## config.mk

```make
export PLATFORM = sky130hd
export DESIGN_NAME = cce_exec
export DESIGN_NICKNAME = d
export VERILOG_FILES = /design/src/logic/cce_pkg.sv /design/src/logic/cce_exec.sv /design/src/logic/cce_file_mem.sv
export SDC_FILE = /design/constraint.sdc
export NUM_CORES = 1
export LEC_CHECK = 0
export ABC_CLOCK_PERIOD_IN_PS = 4100
export BUFFER_PORTS_ARGS = -buffer_cell sky130_fd_sc_hd__buf_2
export CORE_MARGIN = 2
export CORE_UTILIZATION = 50
export CTS_CLUSTER_SIZE = 16
export DETAILED_ROUTE_END_ITERATION = 10
export GPL_TIMING_DRIVEN = 0
export PLACE_DENSITY_LB_ADDON = 0.25
export SYNTH_ARGS = -nofsm -noshare
export SYNTH_HDL_FRONTEND = slang
export SYNTH_SLANG_ARGS = --single-unit
```

## constraint.sdc

```tcl
create_clock -name CORE_CLK -period 4.1 [get_ports CORE_CLK]
set_clock_uncertainty 0.1 [all_clocks]
set_input_delay 1.025 -clock CORE_CLK [delete_from_list [all_inputs] [get_ports CORE_CLK]]
set_output_delay 1.025 -clock CORE_CLK [all_outputs]
set_load 0.02 [all_outputs]
```

## src/logic/cce_pkg.sv

```systemverilog
// Shared constants, types and decode function for the call and clear executor
package cce_pkg;

    // ************************************************************
    // Instruction cycle divider
    // ************************************************************
    localparam int unsigned CLK_PERIOD_NS  = 8;
    localparam logic [1:0]  CYC_DIV_LAST   = 2'h3;
    localparam logic [1:0]  CYC_DIV_NEXT   = 2'h2;

    // ************************************************************
    // Register word addresses
    // ************************************************************
    localparam logic [5:0]  ADDR_CTRL      = 6'h00;
    localparam logic [5:0]  ADDR_STATUS    = 6'h01;
    localparam logic [5:0]  ADDR_PC        = 6'h02;
    localparam logic [5:0]  ADDR_STACK     = 6'h03;
    localparam logic [5:0]  ADDR_ACC       = 6'h04;
    localparam logic [5:0]  ADDR_WDT       = 6'h05;
    localparam logic [5:0]  ADDR_PRE       = 6'h06;
    localparam int unsigned ADDR_FILE_BIT  = 5;

    // ************************************************************
    // Field positions and reset values
    // ************************************************************
    localparam int unsigned CTRL_RUN_BIT   = 0;
    localparam int unsigned CTRL_PSA_BIT   = 1;
    localparam int unsigned ST_Z_BIT       = 2;
    localparam int unsigned ST_PD_BIT      = 3;
    localparam int unsigned ST_TO_BIT      = 4;
    localparam int unsigned ST_PAGE_LO     = 5;
    localparam int unsigned ST_PAGE_HI     = 6;
    localparam logic [7:0]  CTRL_RST       = 8'h01;
    localparam logic [7:0]  STATUS_RST     = 8'h18;
    localparam logic [10:0] PC_RST         = 11'h000;
    localparam logic [7:0]  BYTE_ZERO      = 8'h00;
    localparam logic [7:0]  BYTE_FULL      = 8'hFF;

    // ************************************************************
    // Opcodes
    // ************************************************************
    localparam logic [11:0] OP_CALL_MASK   = 12'hF00;
    localparam logic [11:0] OP_CALL_VAL    = 12'h900;
    localparam logic [11:0] OP_FZERO_MASK  = 12'hFE0;
    localparam logic [11:0] OP_FZERO_VAL   = 12'h060;
    localparam logic [11:0] OP_AZERO       = 12'h040;
    localparam logic [11:0] OP_KICK        = 12'h004;

    // ************************************************************
    // Types
    // ************************************************************
    typedef enum logic [0:0] {
        ST_EXEC  = 1'b0,
        ST_CALL2 = 1'b1
    } cce_exec_e;

    typedef enum logic [1:0] {
        BUS_IDLE = 2'b00,
        BUS_WAIT = 2'b01,
        BUS_ACK  = 2'b10
    } cce_bus_e;

    typedef struct packed {
        logic       call_op;
        logic       file_reg_zero_op;
        logic       accumulator_zero_op;
        logic       watchdog_kick_op;
        logic [4:0] faddr;
        logic [7:0] imm;
    } cce_dec_s;

    function automatic cce_dec_s cce_decode(input logic [11:0] w);
        cce_dec_s d;
        d.call_op             = (w & OP_CALL_MASK) == OP_CALL_VAL;
        d.file_reg_zero_op    = (w & OP_FZERO_MASK) == OP_FZERO_VAL;
        d.accumulator_zero_op = w == OP_AZERO;
        d.watchdog_kick_op    = w == OP_KICK;
        d.faddr               = w[4:0];
        d.imm                 = w[7:0];
        return d;
    endfunction : cce_decode

endpackage : cce_pkg

```

## src/logic/cce_exec.sv

```systemverilog
// Call and clear instruction executor with Avalon-MM register slave
`timescale 1ns/1ps

module cce_exec (
    input  wire logic        CORE_CLK,
    input  wire logic        RSTN,
    input  wire logic [11:0] INSTR_WORD,
    input  wire logic [5:0]  AVS_ADDRESS,
    input  wire logic        AVS_READ,
    input  wire logic        AVS_WRITE,
    input  wire logic [31:0] AVS_WRITEDATA,
    input  wire logic [3:0]  AVS_BYTEENABLE,
    output logic      [31:0] AVS_READDATA,
    output logic             AVS_WAITREQUEST,
    output logic      [10:0] FETCH_ADDR,
    output logic      [7:0]  STATUS_FLAGS
);

    // ************************************************************
    // Reset release
    // ************************************************************
    logic [1:0]         rst_sync_q;
    logic               rst_n;

    always_ff @(posedge CORE_CLK or negedge RSTN) begin
        if (!RSTN) begin
            rst_sync_q <= 2'b00;
        end else begin
            rst_sync_q <= {rst_sync_q[0], 1'b1};
        end
    end

    assign rst_n = rst_sync_q[1];

    // ************************************************************
    // Instruction cycle divider
    // ************************************************************
    logic [1:0]         div_q;
    logic [1:0]         div_d;
    logic               cyc_en;
    logic               cyc_next;

    assign cyc_en   = div_q == cce_pkg::CYC_DIV_LAST;
    assign cyc_next = div_q == cce_pkg::CYC_DIV_NEXT;

    always_comb begin
        div_d = div_q + 2'h1;
    end

    always_ff @(posedge CORE_CLK or negedge rst_n) begin
        if (!rst_n) begin
            div_q <= 2'h0;
        end else begin
            div_q <= div_d;
        end
    end

    // ************************************************************
    // Bus slave
    // ************************************************************
    cce_pkg::cce_bus_e  bus_q;
    cce_pkg::cce_bus_e  bus_d;
    logic               wait_q;
    logic               wait_d;
    logic [31:0]        rdata_q;
    logic [31:0]        rdata_d;
    logic [7:0]         mem_rdata;
    logic               is_file;
    logic               sw_wr;
    logic               sw_ctrl_wr;
    logic               sw_st_wr;
    logic               sw_file_wr;

    logic               exec_q;
    logic [10:0]        pc_q;
    logic [10:0]        stack_q;
    logic [7:0]         acc_q;
    logic [7:0]         status_q;
    logic [7:0]         ctrl_q;
    logic [7:0]         wdt_q;
    logic [7:0]         pre_q;

    assign is_file    = AVS_ADDRESS[cce_pkg::ADDR_FILE_BIT];
    assign sw_wr      = (bus_q == cce_pkg::BUS_ACK) && AVS_WRITE && AVS_BYTEENABLE[0];
    assign sw_ctrl_wr = sw_wr && (AVS_ADDRESS == cce_pkg::ADDR_CTRL);
    assign sw_st_wr   = sw_wr && (AVS_ADDRESS == cce_pkg::ADDR_STATUS);
    assign sw_file_wr = sw_wr && is_file;

    always_comb begin
        bus_d   = bus_q;
        wait_d  = wait_q;
        rdata_d = rdata_q;
        unique case (bus_q)
            cce_pkg::BUS_IDLE: begin
                if (AVS_READ || AVS_WRITE) begin
                    bus_d = cce_pkg::BUS_WAIT;
                end
            end
            cce_pkg::BUS_WAIT: begin
                if (!(AVS_WRITE && is_file && cyc_next)) begin
                    bus_d   = cce_pkg::BUS_ACK;
                    wait_d  = 1'b0;
                    rdata_d = 32'h0000_0000;
                    if (AVS_READ) begin
                        if (is_file) begin
                            rdata_d[7:0] = mem_rdata;
                        end else begin
                            unique case (AVS_ADDRESS)
                                cce_pkg::ADDR_CTRL:   rdata_d[7:0]  = ctrl_q;
                                cce_pkg::ADDR_STATUS: rdata_d[7:0]  = status_q;
                                cce_pkg::ADDR_PC:     rdata_d[10:0] = pc_q;
                                cce_pkg::ADDR_STACK:  rdata_d[10:0] = stack_q;
                                cce_pkg::ADDR_ACC:    rdata_d[7:0]  = acc_q;
                                cce_pkg::ADDR_WDT:    rdata_d[7:0]  = wdt_q;
                                cce_pkg::ADDR_PRE:    rdata_d[7:0]  = pre_q;
                                default:              rdata_d       = 32'h0000_0000;
                            endcase
                        end
                    end
                end
            end
            cce_pkg::BUS_ACK: begin
                bus_d  = cce_pkg::BUS_IDLE;
                wait_d = 1'b1;
            end
            default: begin
                bus_d  = cce_pkg::BUS_IDLE;
                wait_d = 1'b1;
            end
        endcase
    end

    always_ff @(posedge CORE_CLK or negedge rst_n) begin
        if (!rst_n) begin
            bus_q   <= cce_pkg::BUS_IDLE;
            wait_q  <= 1'b1;
            rdata_q <= 32'h0000_0000;
        end else begin
            bus_q   <= bus_d;
            wait_q  <= wait_d;
            rdata_q <= rdata_d;
        end
    end

    // ************************************************************
    // Execution
    // ************************************************************
    cce_pkg::cce_dec_s  dec;
    cce_pkg::cce_exec_e state_q;
    cce_pkg::cce_exec_e state_d;
    logic               tick;
    logic               go;
    logic               psa;
    logic               wdt_step;
    logic               mem_we;
    logic [4:0]         mem_waddr;
    logic [7:0]         mem_wdata;
    logic [10:0]        pc_d;
    logic [10:0]        stack_d;
    logic [7:0]         acc_d;
    logic [7:0]         status_d;
    logic [7:0]         ctrl_d;
    logic [7:0]         wdt_d;
    logic [7:0]         pre_d;

    assign dec      = cce_pkg::cce_decode(INSTR_WORD);
    assign tick     = cyc_en && ctrl_q[cce_pkg::CTRL_RUN_BIT];
    assign go       = tick && (state_q == cce_pkg::ST_EXEC);
    assign psa      = ctrl_q[cce_pkg::CTRL_PSA_BIT];
    assign exec_q   = state_q == cce_pkg::ST_EXEC;
    assign wdt_step = !psa || (pre_q == cce_pkg::BYTE_FULL);

    // File clear owns the write port; bus file writes never land on an instruction tick
    assign mem_we    = (go && dec.file_reg_zero_op) || sw_file_wr;
    assign mem_waddr = (go && dec.file_reg_zero_op) ? dec.faddr : AVS_ADDRESS[4:0];
    assign mem_wdata = (go && dec.file_reg_zero_op) ? cce_pkg::BYTE_ZERO : AVS_WRITEDATA[7:0];

    always_comb begin
        state_d  = state_q;
        pc_d     = pc_q;
        stack_d  = stack_q;
        acc_d    = acc_q;
        status_d = status_q;
        ctrl_d   = ctrl_q;
        wdt_d    = wdt_q;
        pre_d    = pre_q;
        if (sw_ctrl_wr) begin
            ctrl_d = AVS_WRITEDATA[7:0];
        end
        if (sw_st_wr) begin
            status_d = AVS_WRITEDATA[7:0];
        end
        // Watchdog ticks once per instruction cycle, through the prescaler if assigned
        if (cyc_en) begin
            if (psa) begin
                pre_d = pre_q + 8'h01;
            end
            if (wdt_step) begin
                wdt_d = wdt_q + 8'h01;
                if (wdt_q == cce_pkg::BYTE_FULL) begin
                    status_d[cce_pkg::ST_TO_BIT] = 1'b0;
                end
            end
        end
        if (tick) begin
            unique case (state_q)
                cce_pkg::ST_EXEC: begin
                    pc_d = pc_q + 11'h001;
                    if (dec.call_op) begin
                        stack_d = pc_q + 11'h001;
                        pc_d[7:0] = dec.imm;
                        pc_d[10:9] = status_q[cce_pkg::ST_PAGE_HI:cce_pkg::ST_PAGE_LO];
                        pc_d[8] = 1'b0;
                        state_d = cce_pkg::ST_CALL2;
                    end
                    if (dec.file_reg_zero_op) begin
                        status_d[cce_pkg::ST_Z_BIT] = 1'b1;
                    end
                    if (dec.accumulator_zero_op) begin
                        acc_d = cce_pkg::BYTE_ZERO;
                        status_d[cce_pkg::ST_Z_BIT] = 1'b1;
                    end
                    if (dec.watchdog_kick_op) begin
                        wdt_d = cce_pkg::BYTE_ZERO;
                        if (psa) begin
                            pre_d = cce_pkg::BYTE_ZERO;
                        end
                        status_d[cce_pkg::ST_TO_BIT] = 1'b1;
                        status_d[cce_pkg::ST_PD_BIT] = 1'b1;
                    end
                end
                cce_pkg::ST_CALL2: begin
                    state_d = cce_pkg::ST_EXEC;
                end
            endcase
        end
    end

    always_ff @(posedge CORE_CLK or negedge rst_n) begin
        if (!rst_n) begin
            state_q  <= cce_pkg::ST_EXEC;
            pc_q     <= cce_pkg::PC_RST;
            stack_q  <= cce_pkg::PC_RST;
            acc_q    <= cce_pkg::BYTE_ZERO;
            status_q <= cce_pkg::STATUS_RST;
            ctrl_q   <= cce_pkg::CTRL_RST;
            wdt_q    <= cce_pkg::BYTE_ZERO;
            pre_q    <= cce_pkg::BYTE_ZERO;
        end else begin
            state_q  <= state_d;
            pc_q     <= pc_d;
            stack_q  <= stack_d;
            acc_q    <= acc_d;
            status_q <= status_d;
            ctrl_q   <= ctrl_d;
            wdt_q    <= wdt_d;
            pre_q    <= pre_d;
        end
    end

    cce_file_mem u_mem (
        .clk     (CORE_CLK),
        .rst_n   (rst_n),
        .we      (mem_we),
        .waddr   (mem_waddr),
        .wdata   (mem_wdata),
        .raddr   (AVS_ADDRESS[4:0]),
        .rdata_q (mem_rdata)
    );

    assign AVS_READDATA    = rdata_q;
    assign AVS_WAITREQUEST = wait_q;
    assign FETCH_ADDR      = pc_q;
    assign STATUS_FLAGS    = status_q;
endmodule : cce_exec

```

## src/logic/cce_file_mem.sv

```systemverilog
// File register array with registered read data
`timescale 1ns/1ps
module cce_file_mem (
    input  wire logic       clk,
    input  wire logic       rst_n,
    input  wire logic       we,
    input  wire logic [4:0] waddr,
    input  wire logic [7:0] wdata,
    input  wire logic [4:0] raddr,
    output logic      [7:0] rdata_q
);

    logic [7:0] mem [0:31];

    // ************************************************************
    // Storage
    // ************************************************************
    always_ff @(posedge clk) begin
        if (we) begin
            mem[waddr] <= wdata;
        end
    end

    always_ff @(posedge clk or negedge rst_n) begin
        if (!rst_n) begin
            rdata_q <= 8'h00;
        end else begin
            rdata_q <= mem[raddr];
        end
    end

endmodule : cce_file_mem

```

Word-level counts from Yosys, hierarchy flattened --
Memory sizes are Yosys's and may differ from the RTL's. A register that Yosys moved wholly into a read port is not among the register bits. Index checks and enable logic that the tools add are counted.
Cells by class: add/subtract/negate cells 4, multiply operators 0, div/mod/pow operators 0, order comparisons 0, equality and inequality tests 17, shift-type cells 0, multiplexer cells 37, bitwise gates (word level) 3, reductions and logical operators 22
Operators by type and width (number):
- $mux W8 | 13
- $pmux W8 S6 | 1
- $mux W11 | 2
- $add A8 B1 Y8 const B | 2
- $eq A8 B8 Y1 const B | 2
- $eq A12 B3 Y1 const B | 1
- $eq A12 B7 Y1 const B | 1
- $eq A6 B2 Y1 const B | 2
- $eq A6 B3 Y1 const B | 2
- $add A11 B1 Y11 const B | 1
- $logic_and A1 B1 Y1 | 10
- $mux W5 | 2
- $mux W1 | 9
- $mux W3 | 3
- $reduce_and A2 Y1 | 4
- $eq A7 B2 Y1 const B | 1
- $eq A2 B2 Y1 const B | 3
- $eq A6 B1 Y1 const B | 1
- $logic_not A6 Y1 | 1
- $mux W2 | 3
- $pmux W3 S2 | 1
- $eq A4 B4 Y1 const B | 1
- $ne A2 B2 Y1 const B | 2
- $pmux W1 S2 | 2
- 8 further kinds | 13
Word-level totals: bits in registers 94, bits in latches 0, bits in writable memories 256, bits in read-only memories 0, output and inout port bits 52, memories 1
Memories:
- u_mem.mem | depth 32, width 8, rd ports 1, clocked after Yosys merged registers in 1, write ports 1, RTL line cce_file_mem.sv:13 | logic [7:0] mem [0:31];

Logic depth before layout (Yosys ltp) --
word-level depth 11, mapped depth 8, gate-level depth less buffers 6

Modules after synthesis --
A second synthesis with hierarchy kept.
Unflattened totals: cells, all modules 848, area total of the unflattened synthesis 14442.6 um^2
By module, submodules not included:
- cce_file_mem | instances 1, cells an instance 417, area an instance 10093.4 um^2, seq. area each 7887.6 um^2
- cce_exec | instances 1, cells an instance 431, area an instance 4349.2 um^2, seq. area each 1831.8 um^2

Least setup slack after synthesis --
Ideal clock, no wire load.
path kind in2reg, from input port AVS_ADDRESS[0], to memory u_mem.mem[12][0], enable pin, arrival time 2.812 ns, data required time 3.624 ns, path slack 0.811 ns, stages on the path 6, buffers on the path 3, cell sequence buf_6 -> buf_6 -> buf_2 -> nor4_1 -> nand2_1 -> mux2i_1
Between the ends: word-level cells in the longest chain between the ends 1
Ends and longest elaborated chain:
- from (decl) | RTL line cce_exec.sv:8 | input wire logic [5:0] AVS_ADDRESS,
- $mux W5 | RTL line cce_exec.sv:175 | assign mem_waddr = (go && dec.file_reg_zero_op) ? dec.faddr : AVS_ADDRESS[4:0];
- to (decl) | RTL line cce_file_mem.sv:13
Every way passes these cells.

Final worst setup path --
from input port AVS_ADDRESS[5], to memory u_mem.mem[9][0], enable pin
Between the ends: word-level cells in the longest chain between the ends 4
Ends and longest elaborated chain:
- $logic_and A1 B1 Y1 | RTL line cce_exec.sv:87 | assign sw_file_wr = sw_wr && is_file;
- $logic_or A1 B1 Y1 | RTL line cce_exec.sv:174 | assign mem_we = (go && dec.file_reg_zero_op) || sw_file_wr;
- $mux W1 | RTL line cce_file_mem.sv:19 | if (we) begin
- $mux W1 (not written as such) | RTL line cce_file_mem.sv:20 | mem[waddr] <= wdata;
Every way passes these cells.

==> impl_results.md <==
* Status: complete, no violations
* RSZ-0062 raised after global routing: false
* Flops & latches, synth at 337
* Final setup fails at 0
* Tcrit/Tclk final at 96.7%
* Count of final hold-check violations at 0
* Measured slew at the worst slew-check pin at 1.30 ns
* Mapped Cells at 1039
* Type of origin of the critical path: input port
* Post-synth EDFFs at 256
* DRC viols at 0
* Detailed Route Iter0 Violations at 1162
* Area leader, netlist: edfxtp_1
* Crit-path max cell delay at 1.05 ns
* Fin nets at 1223
* Crit path required time at 4.13 ns
* Cell Area, Synth at 15000 sq um
* Lkg Pwr at 0.00626 uW
* Max-slew violations at 0
* Max transition margin at 13.1%
* Pin count of the biggest net entering global routing at 63
* GRT Util Overall at 24.3%
* Num rows at 63
* Max FO, Critical Path at 10
* Antenna violations before repair at 1
* Sequential share of power at 50.7%
* Ys Warns at 0
* Initial core utilization at 50.7%
* Critical path arrival at 4.00 ns
* Worst reg2reg path endpoint: u_mem.mem[24][0]
* Vias in the first global route at 9288
* Die width at 177 um
* CTS root buf: clkbuf_16
* Hold Crit Class: reg2async
* Fmax achieved at 252 MHz
* Pre-antenna DRT Iters at 6
* Gpl congestion at 0.936
* Clk_lat worst skew at 0.51 ns
* Post-DRT Antenna Nets at 0
* Synth Area in XOR/XNOR at 0.641%
* Post-CTS Repair Setup Buffers at 0
* Async SR Flop Fraction at 24.0%
* Main combinational cell family by area after synthesis: multiplexers
* CP dominant cell by count: clkbuf_1
* Top FF cell, synth: edfxtp_1
* R2R depth at 7
* CTS tree: done
* CTS sink cnt at 337
* Die H at 177 um
* Global-route wire length before repair at 56400 um
* Logic pwr share at 9.4%
* Largest cells by area after synthesis: edfxtp_1, dfrtp_1, mux4_2, mux2i_1, nand2_1
* H-tree Lvls at 2
* Adder-cell share of the synthesized area at 0.500%
* Grt ovf at 0
* Sw power at 1850 uW
* Reg2reg setup slack at 0.44 ns
* Port buffer count at 60
* Sw Share at 24.1%
* Final antenna diode count at 0
* Sequential area share after synthesis at 64.7%
* Synth Area in Simple Gates at 9.19%
* Synth top area share at 51.2%
* Ports at 110
* Detailed Place HPWL at 25600 um
* R2r startpoint: div_q[0]
* Peak VDD IR at 0.328 mV
* Clk buf depth at 3
* Max-cap violations at 0
* Mux cell area share after synthesis at 14.1%
* Final Hold Slack at 0.121 ns
* Crit-path cells: buf_2 -> clkbuf_1 -> inv_1 -> clkbuf_1 -> nor3_1 -> nand2_1 -> mux2i_1
* Clock transition at path regs at 0.06 ns
* Synth unique cells at 65
* Pwr Total at 7670 uW
* Syn Area/Cell at 14.5 sq um
* CTS buffer count at 36
* Worst Setup Path Type: in2reg
* Share of cells above drive strength 1 at 21.7%
* Clock power frac at 39.9%
* Core area at 29600 sq um
* Post-synthesis compound-gate area fraction at 7.36%
* Die footprint at 31500 sq um
* PD cells at 449 nW/um^2
* Crit path max-delay cell type: nor3_1
* Area Overhead vs Synth at 13.6%
* Vias per Instance at 6.05
* Internal power at 5820 uW
* DR WL/cell at 23.9 um
* Post-Route WL at 37700 um
* Final min period at 3.97 ns
* Critical Path Sink Type: flop
* Via count at 9538
## cells by family (layout without fill, tap and decap cells)
logic type,Yosys count,in the layout
multiplexers,147,147
adder cells (fa/ha/maj),6,6
flip-flops,337,337
AND/OR/NAND/NOR,277,277
XOR/XNOR,11,11
AO/OA/AOI/OAI,159,159
buffers and inverters,100,227
other,2,22
## worst max-delay path: cells and delay by family
kind          cells  cell delay [ns]
buf+inv           4             0.91
mux               1             0.86
simple gates      2             1.18
## per-stage QoR
| step | setup TNS, ns | cell area, sq um | cells | utilization (%) | setup slack, ns |
|---|---|---|---|---|---|
| 5_1_grt | 0 | 17100 | 1576 | 57.6 | 0.0438 |
| 6_report | 0 | 17100 | 1576 | 57.6 | 0.135 |
| 2_1_floorplan | 0 | 15100 | 1059 | - | 0.811 |
| 4_1_cts | 0 | 17100 | 1575 | 57.5 | 0.0161 |
| 3_3_place_gp | -93.43 | 15900 | 1509 | 53.6 | -0.600 |
| 3_5_place_dp | -71.00 | 15900 | 1510 | 53.7 | -0.595 |
## cells in the final DEF, fill, tap and decap left out, types with 5 or more instances in the layout
master     count
edfxtp_1     256
nand2_1      119
dfrtp_1       76
buf_2         70
mux2i_1       63
mux4_2        46
clkbuf_1      41
o21ai_0       38
clkbuf_16     37
mux2_2        27
nor2_1        27
a22oi_1       25
nor3_1        23
buf_4         23
conb_1        22
inv_1         20
nand3_1       18
o22ai_1       18
a21oi_1       12
and2_1        12
and3_1        11
a221oi_1      10
xnor2_1       10
nor2b_1       10
nor4_1         9
nand4_1        9
clkinv_2       9
mux2_4         8
a22o_1         7
buf_1          7
a221o_1        6
buf_6          6
nor3b_1        6
ha_1           6
nand2b_1       5
a31oi_1        5
o2bb2ai_1      5
or3_1          5
## power groups by stage
stage	combinational (uW)	sequential [uW]	clock, uW
final	718	3890	3060
after global routing	782	3900	3230
after CTS	715	3890	3120
after detailed placement	712	3960	0
after global placement	684	3960	0
after floorplan	405	3980	0
## cell usage after synthesis (10+ instances only)
| cell | instances |
|---|---|
| and2_1 | 12 |
| o21ai_0 | 38 |
| nand3_1 | 18 |
| buf_4 | 23 |
| edfxtp_1 | 256 |
| a221oi_1 | 10 |
| buf_2 | 10 |
| mux4_2 | 46 |
| dfrtp_1 | 77 |
| inv_1 | 20 |
| and3_1 | 11 |
| nand2_1 | 119 |
| nor2_1 | 27 |
| a21oi_1 | 12 |
| nor2b_1 | 10 |
| o22ai_1 | 18 |
| nor3_1 | 24 |
| a22oi_1 | 25 |
| mux2i_1 | 66 |
| mux2_2 | 27 |
| clkbuf_1 | 34 |
| xnor2_1 | 10 |
| nor4_1 | 10 |
## routing by layer
layer  GRT usage, %  vias up  wire (um)
met5              0        -         13
met4           8.13        2       1120
met3           4.28       85       2670
met2           40.0      410      18200
met1           32.9     4826      15800
li1               -     4215          -
## area by class of cell
type	count	area, sq um
multi-input cells	622	4890
clock inverters	18	123
well taps	390	488
repair buffers	62	333
clock buffers	47	993
flip-flops and latches	337	9720
plain buffers	80	444
fillers	2388	12600
inverters	20	75.1
## sequential cells by signal, summed over array words and instances, names as in the netlist
register         count
u_mem.mem          256
ctrl_q               8
stack_q             11
bus_q                2
wdt_q                8
div_q                2
u_mem.rdata_q        8
STATUS_FLAGS         8
FETCH_ADDR          11
rst_sync_q           2
state_q              1
pre_q                8
AVS_READDATA        11
AVS_WAITREQUEST      1
## how the worst max path moves through the flow
| stage | start | slack [ns] | to |
|---|---|---|---|
| floorplan | AVS_ADDRESS[0] | 0.81 | u_mem.mem[12][0] |
| global placement | AVS_ADDRESS[0] | -0.60 | u_mem.mem[3][5] |
| detailed placement | AVS_ADDRESS[0] | -0.59 | u_mem.mem[3][4] |
| CTS | AVS_ADDRESS[0] | 0.02 | u_mem.mem[19][6] |
| global route | AVS_ADDRESS[5] | 0.04 | u_mem.mem[9][7] |
| finish | AVS_ADDRESS[5] | 0.13 | u_mem.mem[9][0] |
## what timing repair did
item,CTS,global route
hold buffers,0,0
endpoints found under the setup margin,16,112
resized for setup,2,3
(Power assumes the default switching activity.)
